**config.mk**
```make
export PLATFORM = sky130hd
export DESIGN_NAME = adc_pwr_ctrl
export DESIGN_NICKNAME = d
export VERILOG_FILES = /design/src/include/adc_pwr_pkg.sv /design/src/hdl/ref_decode.sv /design/src/hdl/adc_pwr_ctrl.sv
export VERILOG_INCLUDE_DIRS = /design/src /design/src/include
export SDC_FILE = /design/constraint.sdc
export NUM_CORES = 1
export LEC_CHECK = 0
export BUFFER_PORTS_ARGS = -buffer_cell sky130_fd_sc_hd__clkbuf_2
export CAP_MARGIN = 5
export CORE_ASPECT_RATIO = 1.75
export CORE_MARGIN = 5
export CORE_UTILIZATION = 31
export CTS_BUF_LIST = sky130_fd_sc_hd__clkbuf_8
export DETAILED_ROUTE_END_ITERATION = 6
export PLACE_DENSITY = 0.57
export SLEW_MARGIN = 20
export SYNTH_ARGS = -nofsm -noshare
export SYNTH_HDL_FRONTEND = slang
export SYNTH_SLANG_ARGS = --single-unit
```
**constraint.sdc**
```tcl
create_clock -name clk_i -period 3.4 [get_ports clk_i]
set_clock_uncertainty 0.05 [all_clocks]
set_input_delay 0.85 -clock clk_i [delete_from_list [all_inputs] [get_ports clk_i]]
set_output_delay 0.85 -clock clk_i [all_outputs]
set_load 0.03 [all_outputs]
```
**src/include/adc_pwr_params.svh**
```systemverilog
`ifndef ADC_PWR_PARAMS_SVH
`define ADC_PWR_PARAMS_SVH

// ************************************************************
// register offsets
// ************************************************************
`define OFS_SETUP 4'h0
`define OFS_CONFIG 4'h1
`define OFS_STATUS 4'h2
`define OFS_RESULT0 4'h3
`define OFS_RESULT1 4'h4

// ************************************************************
// setup byte fields
// ************************************************************
`define SETUP_SEL_HI 6
`define SETUP_SEL_LO 4
`define SETUP_CLK_BIT 3
`define SETUP_BIP_BIT 2

// ************************************************************
// configuration byte fields
// ************************************************************
`define CFG_SCAN_HI 6
`define CFG_SCAN_LO 5
`define CFG_CS_BIT 1
`define CFG_SGL_BIT 0

// ************************************************************
// reset values
// ************************************************************
`define SETUP_RESET 8'h00
`define CONFIG_RESET 8'h61

// ************************************************************
// timing
// ************************************************************
`define CLK_MHZ 40
`define CONV_CYCLES 16'h0010

`endif

```
**src/include/adc_pwr_pkg.sv**
```systemverilog
package adc_pwr_pkg;
   // power controller states, one-hot
   typedef enum logic [3:0] {
      ST_IDLE = 4'b0001,
      ST_CONVERT = 4'b0010,
      ST_HOLD = 4'b0100,
      ST_STREAM = 4'b1000
   } pwr_state_t;

   // reference source
   typedef enum logic [1:0] {
      REF_SUPPLY = 2'h0,
      REF_EXTERNAL = 2'h1,
      REF_INTERNAL = 2'h2
   } ref_src_t;
endpackage

```
**src/hdl/ref_decode.sv**
```systemverilog
`include "adc_pwr_params.svh"

// ************************************************************
// reference select decoder
// ************************************************************
module ref_decode
   import adc_pwr_pkg::*;
(
   // select field
   input wire logic [2:0] sel_i,
   // decoded controls
   output ref_src_t src_o,
   output logic pin_drive_o,
   output logic keep_on_o
);
   // source, pin function and power from the field
   always_comb begin
      src_o = sel_i[2] ? REF_INTERNAL : (sel_i[1] ? REF_EXTERNAL : REF_SUPPLY);
      pin_drive_o = (sel_i[2:1] == 2'b11);
      keep_on_o = sel_i[2] & sel_i[0];
   end
endmodule

```
**src/hdl/adc_pwr_ctrl.sv**
```systemverilog
// Chosen here: the register addresses and the strobed register port.
`include "adc_pwr_params.svh"

// Notes on behaviour
// - reset selects single-ended unipolar input zero, internal clock, supply reference
// - result memory is not cleared at reset; contents undefined until written
// - idle shuts down all analog sections except internal reference kept on by select 1x1; here analog stays on while xfer_busy_i is high
// - external clock mode idles only after stop, nack or repeated start
// - internal clock mode powers down once all scan results are stored; here analog stays on while xfer_busy_i is high
// - internal mode results stay readable until next stop or repeated start
// - idle device watches for start plus own address
// - conversion circuitry powers up on valid address byte
// - supply or external reference wake-up adds no visible delay
// - three-bit select field sets source, pin function and reference power
// - select upper bits 11 drive internal reference onto pin
// - lowest select bit keeps reference on until reconfigured
// - results straight binary unipolar, two's complement bipolar
// - 00x supply, 01x external, 10x internal, 11x internal driven out
// - clock bit zero internal oscillator with stretching, one bus clock
module adc_pwr_ctrl
   import adc_pwr_pkg::*;
(
   // clock and reset
   input wire logic clk_i,
   input wire logic rst_i,
   // register port
   input wire logic [3:0] addr_i,
   input wire logic [7:0] wdata_i,
   input wire logic wr_i,
   input wire logic rd_i,
   output logic [15:0] rdata_o,
   // bus events from the serial front end
   input wire logic start_i,
   input wire logic addr_match_i,
   input wire logic stop_i,
   input wire logic nack_i,
   input wire logic xfer_busy_i,
   // converter core
   input wire logic [11:0] raw_i,
   input wire logic raw_valid_i,
   // power and control outputs
   output logic analog_on_o,
   output logic ref_on_o,
   output logic ref_pin_drive_o,
   output logic stretch_o,
   output logic conv_busy_o,
   output logic [1:0] ref_src_o
);

   // ************************************************************
   // registers
   // ************************************************************
   logic [7:0] setup;
   logic [7:0] next_setup;
   logic [7:0] config_reg;
   logic [7:0] next_config;
   logic ref_latched;
   logic next_ref_latched;
   logic [11:0] result_mem [0:1];
   logic [15:0] next_rdata;
   pwr_state_t state;
   pwr_state_t next_state;
   logic [3:0] conv_left;
   logic [3:0] next_conv_left;
   logic wr_ptr;
   logic next_wr_ptr;
   logic results_valid;
   logic next_results_valid;
   logic [15:0] conv_cnt;
   logic [15:0] next_conv_cnt;

   // synchronised bus and converter events
   logic [5:0] ev_meta;
   logic [5:0] ev_sync;

   ref_src_t dec_src;
   logic dec_pin_drive;
   logic dec_keep_on;
   logic [11:0] coded;

   // ************************************************************
   // functions
   // ************************************************************
   // scan length from scan field and channel select
   function automatic logic [3:0] scan_len(input logic [7:0] cfg);
      logic [1:0] scan;
      scan = cfg[`CFG_SCAN_HI:`CFG_SCAN_LO];
      case (scan)
         2'b00: scan_len = cfg[`CFG_CS_BIT] ? 4'h2 : 4'h1;
         2'b01: scan_len = 4'h8;
         default: scan_len = 4'h1;
      endcase
   endfunction

   // coding of a raw result
   function automatic logic [11:0] code_result(input logic [11:0] raw, input logic bip);
      code_result = bip ? {~raw[11], raw[10:0]} : raw;
   endfunction

   // ************************************************************
   // input synchronisers
   // ************************************************************
   // two flops on every asynchronous event
   always_ff @(posedge clk_i) begin
      if (rst_i) begin
         ev_meta <= 6'h00;
         ev_sync <= 6'h00;
      end else begin
         ev_meta <= {xfer_busy_i, nack_i, stop_i, addr_match_i, start_i, raw_valid_i};
         ev_sync <= ev_meta;
      end
   end

   logic raw_ok;
   logic addr_ok;
   logic stop_ok;
   logic nack_ok;
   logic busy_ok;
   logic start_ok;
   assign raw_ok = ev_sync[0];
   assign start_ok = ev_sync[1];
   assign addr_ok = ev_sync[2];
   assign stop_ok = ev_sync[3];
   assign nack_ok = ev_sync[4];
   assign busy_ok = ev_sync[5];

   // ************************************************************
   // reference decode
   // ************************************************************
   ref_decode u_ref_decode (
      .sel_i(setup[`SETUP_SEL_HI:`SETUP_SEL_LO]),
      .src_o(dec_src),
      .pin_drive_o(dec_pin_drive),
      .keep_on_o(dec_keep_on)
   );

   // ************************************************************
   // configuration registers
   // ************************************************************
   // register writes and reference power latch
   always_comb begin
      next_setup = setup;
      next_config = config_reg;
      next_ref_latched = ref_latched;
      if (wr_i && addr_i == `OFS_SETUP) begin
         next_setup = wdata_i;
         // new reference setting releases the latch
         if (wdata_i[`SETUP_SEL_HI:`SETUP_SEL_LO] != setup[`SETUP_SEL_HI:`SETUP_SEL_LO]) begin
            next_ref_latched = 1'b0;
         end
      end else if (dec_keep_on) begin
         next_ref_latched = 1'b1;
      end
      if (wr_i && addr_i == `OFS_CONFIG) begin
         next_config = wdata_i;
      end
   end

   always_ff @(posedge clk_i) begin
      if (rst_i) begin
         setup <= `SETUP_RESET;
         config_reg <= `CONFIG_RESET;
         ref_latched <= 1'b0;
      end else begin
         setup <= next_setup;
         config_reg <= next_config;
         ref_latched <= next_ref_latched;
      end
   end

   // ************************************************************
   // power state machine
   // ************************************************************
   logic ext_clk;
   logic end_event;
   assign ext_clk = setup[`SETUP_CLK_BIT];
   assign end_event = stop_ok | nack_ok | start_ok;
   assign coded = code_result(raw_i, setup[`SETUP_BIP_BIT]);

   // next state, conversion count and write pointer
   always_comb begin
      next_state = state;
      next_conv_left = conv_left;
      next_wr_ptr = wr_ptr;
      next_results_valid = results_valid;
      next_conv_cnt = conv_cnt;
      case (state)
         ST_IDLE: begin
            if (addr_ok) begin
               // power up on our address, no wait for supply reference
               next_state = ext_clk ? ST_STREAM : ST_CONVERT;
               next_conv_left = scan_len(config_reg);
               next_wr_ptr = 1'b0;
               next_conv_cnt = 16'h0000;
            end else if (end_event) begin
               next_results_valid = 1'b0;
            end
         end
         ST_CONVERT: begin
            next_conv_cnt = conv_cnt + 16'h0001;
            if (raw_ok) begin
               next_wr_ptr = ~wr_ptr;
               next_conv_left = conv_left - 4'h1;
               if (conv_left == 4'h1) begin
                  // all results stored, shut down at once
                  next_state = ST_HOLD;
                  next_results_valid = 1'b1;
               end
            end
         end
         ST_HOLD: begin
            // results kept through shutdown until stop or repeated start
            if (stop_ok || start_ok) begin
               next_results_valid = 1'b0;
               next_state = ST_IDLE;
            end else if (addr_ok) begin
               next_state = ST_CONVERT;
               next_conv_left = scan_len(config_reg);
               next_wr_ptr = 1'b0;
            end
         end
         ST_STREAM: begin
            if (raw_ok) begin
               next_wr_ptr = ~wr_ptr;
            end
            // idle only on stop, nack or repeated start, never mid-transfer
            if (end_event && !busy_ok) begin
               next_state = ST_IDLE;
            end
         end
         default: begin
            next_state = ST_IDLE;
         end
      endcase
   end

   always_ff @(posedge clk_i) begin
      if (rst_i) begin
         state <= ST_IDLE;
         conv_left <= 4'h0;
         wr_ptr <= 1'b0;
         results_valid <= 1'b0;
         conv_cnt <= 16'h0000;
      end else begin
         state <= next_state;
         conv_left <= next_conv_left;
         wr_ptr <= next_wr_ptr;
         results_valid <= next_results_valid;
         conv_cnt <= next_conv_cnt;
      end
   end

   // ************************************************************
   // result memory
   // ************************************************************
   // no reset: contents undefined until first write
   always_ff @(posedge clk_i) begin
      if ((state == ST_CONVERT || state == ST_STREAM) && raw_ok) begin
         result_mem[wr_ptr] <= coded;
      end
   end

   // ************************************************************
   // read port
   // ************************************************************
   // read mux, data in the cycle after the strobe
   always_comb begin
      next_rdata = 16'h0000;
      if (rd_i) begin
         case (addr_i)
            `OFS_SETUP: next_rdata = {8'h00, setup};
            `OFS_CONFIG: next_rdata = {8'h00, config_reg};
            `OFS_STATUS: next_rdata = {8'h00, results_valid, ref_on_o, analog_on_o, state[3:0], 1'b0};
            `OFS_RESULT0: next_rdata = {4'h0, result_mem[0]};
            `OFS_RESULT1: next_rdata = {4'h0, result_mem[1]};
            default: next_rdata = 16'h0000;
         endcase
      end
   end

   always_ff @(posedge clk_i) begin
      if (rst_i) begin
         rdata_o <= 16'h0000;
      end else begin
         rdata_o <= next_rdata;
      end
   end

   // ************************************************************
   // power outputs
   // ************************************************************
   // analog on in convert or stream, or while a transfer is busy, reference by its own policy
   assign analog_on_o = (state == ST_CONVERT) || (state == ST_STREAM) || busy_ok;
   assign ref_on_o = (dec_src == REF_INTERNAL) && (ref_latched || analog_on_o);
   assign ref_pin_drive_o = dec_pin_drive && ref_on_o;
   assign stretch_o = (state == ST_CONVERT) && !ext_clk;
   assign conv_busy_o = (state == ST_CONVERT);
   assign ref_src_o = dec_src;
endmodule

```
==> results of run 1 <==
==> cells in the mapped netlist (2+ instances only) <==
cell type and number:
a211o_1 3, a21oi_1 29, a222oi_1 8, a22oi_1 10, a31oi_1 2, a41oi_1 2, and2_1 2, and3_1 3
buf_4 6, clkbuf_1 15, dfxtp_1 51, edfxtp_1 24, ha_1 2, inv_1 7, nand2_1 17, nand3_1 18
nor2_1 16, nor2b_1 17, nor3_1 4, nor3b_1 2, nor4b_1 5, o211ai_1 3, o21ai_0 7, o311ai_0 2
o31ai_1 3, or2_2 2, xnor2_1 4
==> stage by stage <==
step                power [W]  cell area [um2]
floorplan            0.001267             3100
global placement     0.001358             3476
detailed placement   0.001363             3476
CTS                  0.002197             3716
global route         0.002272             3716
finish               0.002174             3716
==> worst paths after layout <==
| kind | end | from | slack [ns] | cells past startpoint |
|---|---|---|---|---|
| worst max-delay path | stretch_o | state[1]$_SDFFE_PP0P_ | 0.46 | 3 |
| worst min-delay path | ev_sync[1]$_SDFF_PP0_ | ev_meta[1]$_SDFF_PP0_ | 0.39 | 1 |
| worst max register to register | conv_left[0]$_SDFFE_PP0P_ | state[1]$_SDFFE_PP0P_ | 1.14 | 5 |
| worst min register to register | ev_sync[1]$_SDFF_PP0_ | ev_meta[1]$_SDFF_PP0_ | 0.39 | 1 |
==> area by class of cell <==
class	instances	area, um2	area share, %
timing repair buffer	59	312.8	8.418
multi-input combinational	192	1230	33.10
sequential	75	1742	46.87
clock buffer	9	123.9	3.333
clock inverter	7	116.4	3.131
inverter	8	35.03	0.9428
tap	125	156.4	4.209
==> where the power goes <==
part           switching [W]  total (W)  leakage, nW  internal, W
combinational       0.000201   0.000341        0.582     0.000140
sequential         0.0000497    0.00100        0.630     0.000953
clock               0.000343   0.000831        0.125     0.000487
==> metal layers <==
metal  share of wire [%]  wire length (um)
met1                  40              3109
met5                   0                 0
met2                  51              3965
met4                 2.3               178
met3                 6.1               474
==> logic make-up (layout without fill, tap and decap cells) <==
family | Yosys count | after routing | share of synthesized area (%)
buffers and inverters | 30 | 83 | 4.577
AOI/OAI and AO/OA | 81 | 81 | 18.11
xor gates and xnor gates | 5 | 5 | 1.418
other | 1 | 4 | 0.1214
and+or+nand+nor | 98 | 98 | 17.90
adders and majority gates | 2 | 2 | 0.8099
muxes | 2 | 2 | 0.6885
DFF | 75 | 75 | 56.38
==> critical path, cell delays in order (launching register included) <==
cell and delay, ns:
dfxtp_1 0.56, or4b_1 0.70, nor2_1 0.19, clkbuf_2 0.23
==> flow_summary.json, run 1 <==
{
  "status": "completed",
  "use_met2_pct": 21.89,
  "area_delta_synth_final_pct": 20.29,
  "fin_util_pct": 37.96,
  "grt_pass1_vias": 2449,
  "die_width_um": 85.46,
  "drive_above_1_share_pct": 24.57,
  "hold-worst-slack_ns": 0.3887,
  "ys_seq_area_share_pct": 56.38,
  "fin_tns_setup_ns": 0,
  "cp-end-kind": "output pin",
  "timing.slew.headroom_pct": 59.29,
  "fin_cells": 475,
  "top_usage_layer": "met2",
  "cap_violations": 0,
  "place_ws_ns": 0.8553,
  "vdd.ir_drop.worst_mv": 0.3489,
  "num_rows": 48,
  "yosysTopAreaCell": "dfxtp_1",
  "synth_edf_count": 24,
  "period_minus_slack_ns": 2.935,
  "postSynthCellCount": 294,
  "start_util_pct": 31.56,
  "timing.final.ws_setup_ns": 0.4646,
  "met3_usage_pct": 3.650,
  "io_buffers": 52,
  "clock_sinks": 75,
  "reg_top3": "result_mem x24, rdata_o x12",
  "cp-start-kind": "flop",
  "antenna_found_initial": 0,
  "clk_pin_slew_ns": 0.08,
  "cts_hold_buf": 0,
  "setup_viol": 0,
  "synth_top_flop_cell": "dfxtp_1",
  "finalCritPeriodShare_pct": 86.34,
  "hp-class": "reg2reg",
  "synth.area.top_cells": "dfxtp_1 (33%), edfxtp_1 (23%), a21oi_1 (4.7%), nor2b_1 (3.4%), nand3_1 (2.9%)",
  "critPathKind": "reg2out",
  "cts_tree": "done",
  "globalRouteTotalUtil_pct": 13.25,
  "n_fill_cell": 983,
  "layout_commonest_cell": "clkbuf_2",
  "power_density_mw_per_mm2": 585.0,
  "routedWlPerCell_um": 16.27,
  "critical_path_required_ns": 2.50,
  "clockBufferDepth": 2,
  "clk_latency_ns": 0.36,
  "post_cts_buffers": 0,
  "synth_area_mm2": 0.003089,
  "diodes": 0,
  "cts_buffers": 9,
  "dpl.hpwl_mm": 5.404,
  "grt_util_met1_pct": 15.56,
  "yosysWarningCount": 0,
  "fp.dieH_um": 142.1,
  "syn_avg_cell_area_um2": 10.51,
  "wl_mm": 7.728,
  "yosys_register_bits": 75,
  "synthDominantCellAreaShare_pct": 33.05,
  "grt_max_degree": 42,
  "hold_viol_final": 0,
  "overflow": 0,
  "rsz0062_at_grt": "no",
  "largest_reg_flops": 24,
  "placed_cells": 459,
  "grt_pass1_wl_mm": 12.50,
  "largest_register": "result_mem",
  "p_leak_nw": 1.338,
  "ant_nets": 0,
  "vias": 2430,
  "gp_congestion": 0.7861,
  "cts_resized": 0,
  "io_pins": 57,
  "tightest_slew_ns": 0.6089,
  "crit_arrival_ns": 2.04,
  "maxSlewViolCount": 0,
  "postSynth.asyncResetShare_pct": 0,
  "firstDrtPassIters": 4,
  "via_per_inst": 5.116,
  "fmax_mhz": 340.7,
  "cts_root_buf": "clkbuf_8",
  "nets": 381,
  "drt-initial-drc-count": 231,
  "die_area_mm2": 0.01214,
  "core_area_mm2": 0.009789,
  "cp_max_fo": 13,
  "layout_common_cells": "clkbuf_2 (52), dfxtp_1 (51), a21oi_1 (29)",
  "drc": 0,
  "ys_types": 57,
  "htree_levels": 3
}
Power figures use the tool's default switching activity.
==> run 2, diff against run 1 <==
- CORE_UTILIZATION: 31 -> 50
- PLACE_DENSITY: 0.57 -> 0.8
- SYNTH_HIERARCHICAL: default -> 1
==> run 2 against run 1 <==
Final cell count shrank 8.8%. Area after synthesis up 0.32%. Sequential share of layout area up 0.72 points. Sequential power about the same. Non-clock buffer count did not move. Combinational power hardly changed. Fmax rose by 1.3%. Wire length decreased by 5.7%. Largest power group unchanged. Power fell by 3.0%. Setup slack better by 0.037 ns.
==> flow_summary.json, run 2 <==
{
  "status": "completed",
  "grt_pass1_vias": 2527,
  "ant_nets": 0,
  "timing.final.ws_setup_ns": 0.5017,
  "yosys.area_share.simple_pct": 19.06,
  "synthDominantCellAreaShare_pct": 32.94,
  "cts_buffers": 9,
  "clk_latency_ns": 0.36,
  "crit_arrival_ns": 2.00,
  "cts_root_buf": "clkbuf_8",
  "largest_reg_flops": 24,
  "nets": 384,
  "vdd.ir_drop.worst_mv": 0.4490,
  "cp_max_fo": 14,
  "cts_resized": 0,
  "grt_pass1_wl_mm": 12.01,
  "path_buf_inv": 2,
  "synth_top_family_by_area": "simple AND/OR/NAND/NOR gates",
  "critPathKind": "reg2out",
  "synth_compound_area_share_pct": 17.44,
  "ys_types": 58,
  "synthMostInstantiatedCell": "dfxtp_1",
  "finalCritPeriodShare_pct": 85.25,
  "globalRouteTotalUtil_pct": 19.49,
  "synthMuxAreaShare_pct": 0.6863,
  "yosys_register_bits": 75,
  "via_per_inst": 5.848,
  "postSynthCellCount": 296,
  "drt-initial-drc-count": 277,
  "synth-xor-area-share_pct": 1.413,
  "postSynth.asyncResetShare_pct": 0,
  "cp-start-kind": "flop",
  "synth_common_cells": "dfxtp_1 (51), a21oi_1 (28), edfxtp_1 (24)",
  "critical_path_required_ns": 2.50,
  "path_delay_family": "simple AND/OR/NAND/NOR gates",
  "firstDrtPassIters": 5,
  "hp-class": "reg2reg",
  "cts_hold_buf": 0,
  "vias": 2532,
  "htree_levels": 3,
  "cp_cell_sequence": "or4b_1 -> clkinv_2 -> clkbuf_2",
  "setup_viol": 0,
  "rrSetupSlack_ns": 1.09,
  "rsz0062_at_grt": "no",
  "largest_register": "result_mem",
  "dr_wl_met3_um": 400,
  "clk_pin_slew_ns": 0.08,
  "clock_sinks": 75,
  "layout_commonest_cell": "clkbuf_2",
  "syn_avg_cell_area_um2": 10.47,
  "maxSlewViolCount": 0,
  "overflow": 0,
  "p_leak_nw": 1.338,
  "dpl.hpwl_mm": 5.232,
  "fp.dieH_um": 114.2,
  "synth_top_flop_cell": "dfxtp_1",
  "cap_violations": 0,
  "period_minus_slack_ns": 2.898,
  "drc": 0,
  "layout_common_cells": "clkbuf_2 (52), dfxtp_1 (51), a21oi_1 (28)",
  "ys_seq_area_share_pct": 56.20,
  "fmax_mhz": 345.0,
  "hold_viol_final": 0,
  "met2_length_mm": 3.899,
  "power_density_mw_per_mm2": 576.1,
  "io_pins": 57,
  "antenna_found_initial": 0,
  "fin_tns_setup_ns": 0,
  "top_layer_used": "met4",
  "post_cts_buffers": 0,
  "io_buffers": 52,
  "timing.slew.headroom_pct": 48.96,
  "synth.area.top_cells": "dfxtp_1 (33%), edfxtp_1 (23%), a21oi_1 (4.5%), nor2b_1 (3.6%), nand3_1 (2.7%)",
  "die_width_um": 69.52,
  "post-route-cell-area_mm2": 0.003660,
  "die_area_mm2": 0.007935,
  "diodes": 0,
  "reg_top3": "result_mem x24, rdata_o x12",
  "cp-end-kind": "output pin",
  "synth_edf_count": 24,
  "num_rows": 38,
  "dpl_cell_area_mm2": 0.003435,
  "met1Wirelength_mm": 2.751,
  "yosysTopAreaCell": "dfxtp_1",
  "synth_area_mm2": 0.003099,
  "area_delta_synth_final_pct": 18.09,
  "slowest_delay_ns": 0.65,
  "yosysWarningCount": 6,
  "routedWlPerCell_um": 16.83,
  "start_util_pct": 50.53,
  "gp_congestion": 0.8881,
  "wl_mm": 7.287,
  "place_ws_ns": 0.9149,
  "grt_max_degree": 32,
  "cts_tree": "done",
  "clockBufferDepth": 2,
  "drive_above_1_share_pct": 25.21,
  "cpMaxStageDelayCell": "or4b_1",
  "core_area_mm2": 0.006133,
  "synth_fa_ha_area_share_pct": 0.8074,
  "fin_util_pct": 59.67,
  "tightest_slew_ns": 0.7560
}
run 2: changes by cell type after synthesis, moves of 2 or more:
cell,before,now
nand2_1,17,19
a41oi_1,2,0
xor2_1,1,4
nor2_1,16,14
clkbuf_1,15,13
xnor2_1,4,1
and2_2,0,2
buf_2,1,3
run 2: final cells by class:
| class | instances | area, um2 |
|---|---|---|
| Fill cell | 506 | 2474 |
| Sequential cell | 75 | 1742 |
| Multi-Input combinational cell | 195 | 1249 |
| Timing Repair Buffer | 59 | 312.8 |
| Clock buffer | 9 | 123.9 |
| Clock inverter | 7 | 101.3 |
| Tap cell | 80 | 100.1 |
| Inverter | 8 | 31.28 |
run 2: worst paths after layout:
| check | from | to | depth (start not counted) |
|---|---|---|---|
| setup / recovery | state[1]$_SDFFE_PP0P_ | conv_busy_o | 3 |
| setup reg to reg | state[1]$_SDFFE_PP0P_ | conv_left[0]$_SDFFE_PP0P_ | 5 |
| hold / removal | ev_meta[1]$_SDFF_PP0_ | ev_sync[1]$_SDFF_PP0_ | 1 |
| hold reg to reg | ev_meta[1]$_SDFF_PP0_ | ev_sync[1]$_SDFF_PP0_ | 1 |
run 2: routing by layer:
| metal | vias up | track usage, % |
|---|---|---|
| li1 | 1199 | - |
| met1 | 1207 | 21.38 |
| met2 | 109 | 34.12 |
| met3 | 17 | 5.009 |
| met4 | 0 | 10.56 |
| met5 | - | 0 |
run 2: stage by stage:
step / instances / total power (W) / hold WS (ns)
floorplan: 299 / 0.001268 / 0.3638
global placement: 417 / 0.001353 / 0.3709
detailed placement: 417 / 0.001363 / 0.3734
CTS: 433 / 0.002118 / 0.3912
global route: 433 / 0.002207 / 0.4087
finish: 433 / 0.002108 / 0.3910
run 2: logic make-up after synthesis:
kind of cell             count (synthesis)
AND/OR/NAND/NOR                        103
AO/OA/AOI/OAI                           79
flip-flops                              75
buffers and inverters                   29
XOR/XNOR                                 5
adder cells (fa/ha/maj)                  2
multiplexers                             2
other                                    1
run 2: where the power goes:
group / total, W / switching [W] / internal (W) / leakage [nW]
clock: 0.000758 / 0.000341 / 0.000417 / 0.106
combinational: 0.000343 / 0.000203 / 0.000140 / 0.602
sequential: 0.00101 / 0.0000545 / 0.000953 / 0.630
run 2: worst reg2reg max path, cell delays in order (launching register included):
cell,delay (ns)
dfxtp_1,0.60
or4b_1,0.65
clkinv_2,0.17
mux2_2,0.41
a41o_1,0.25
a21oi_1,0.12
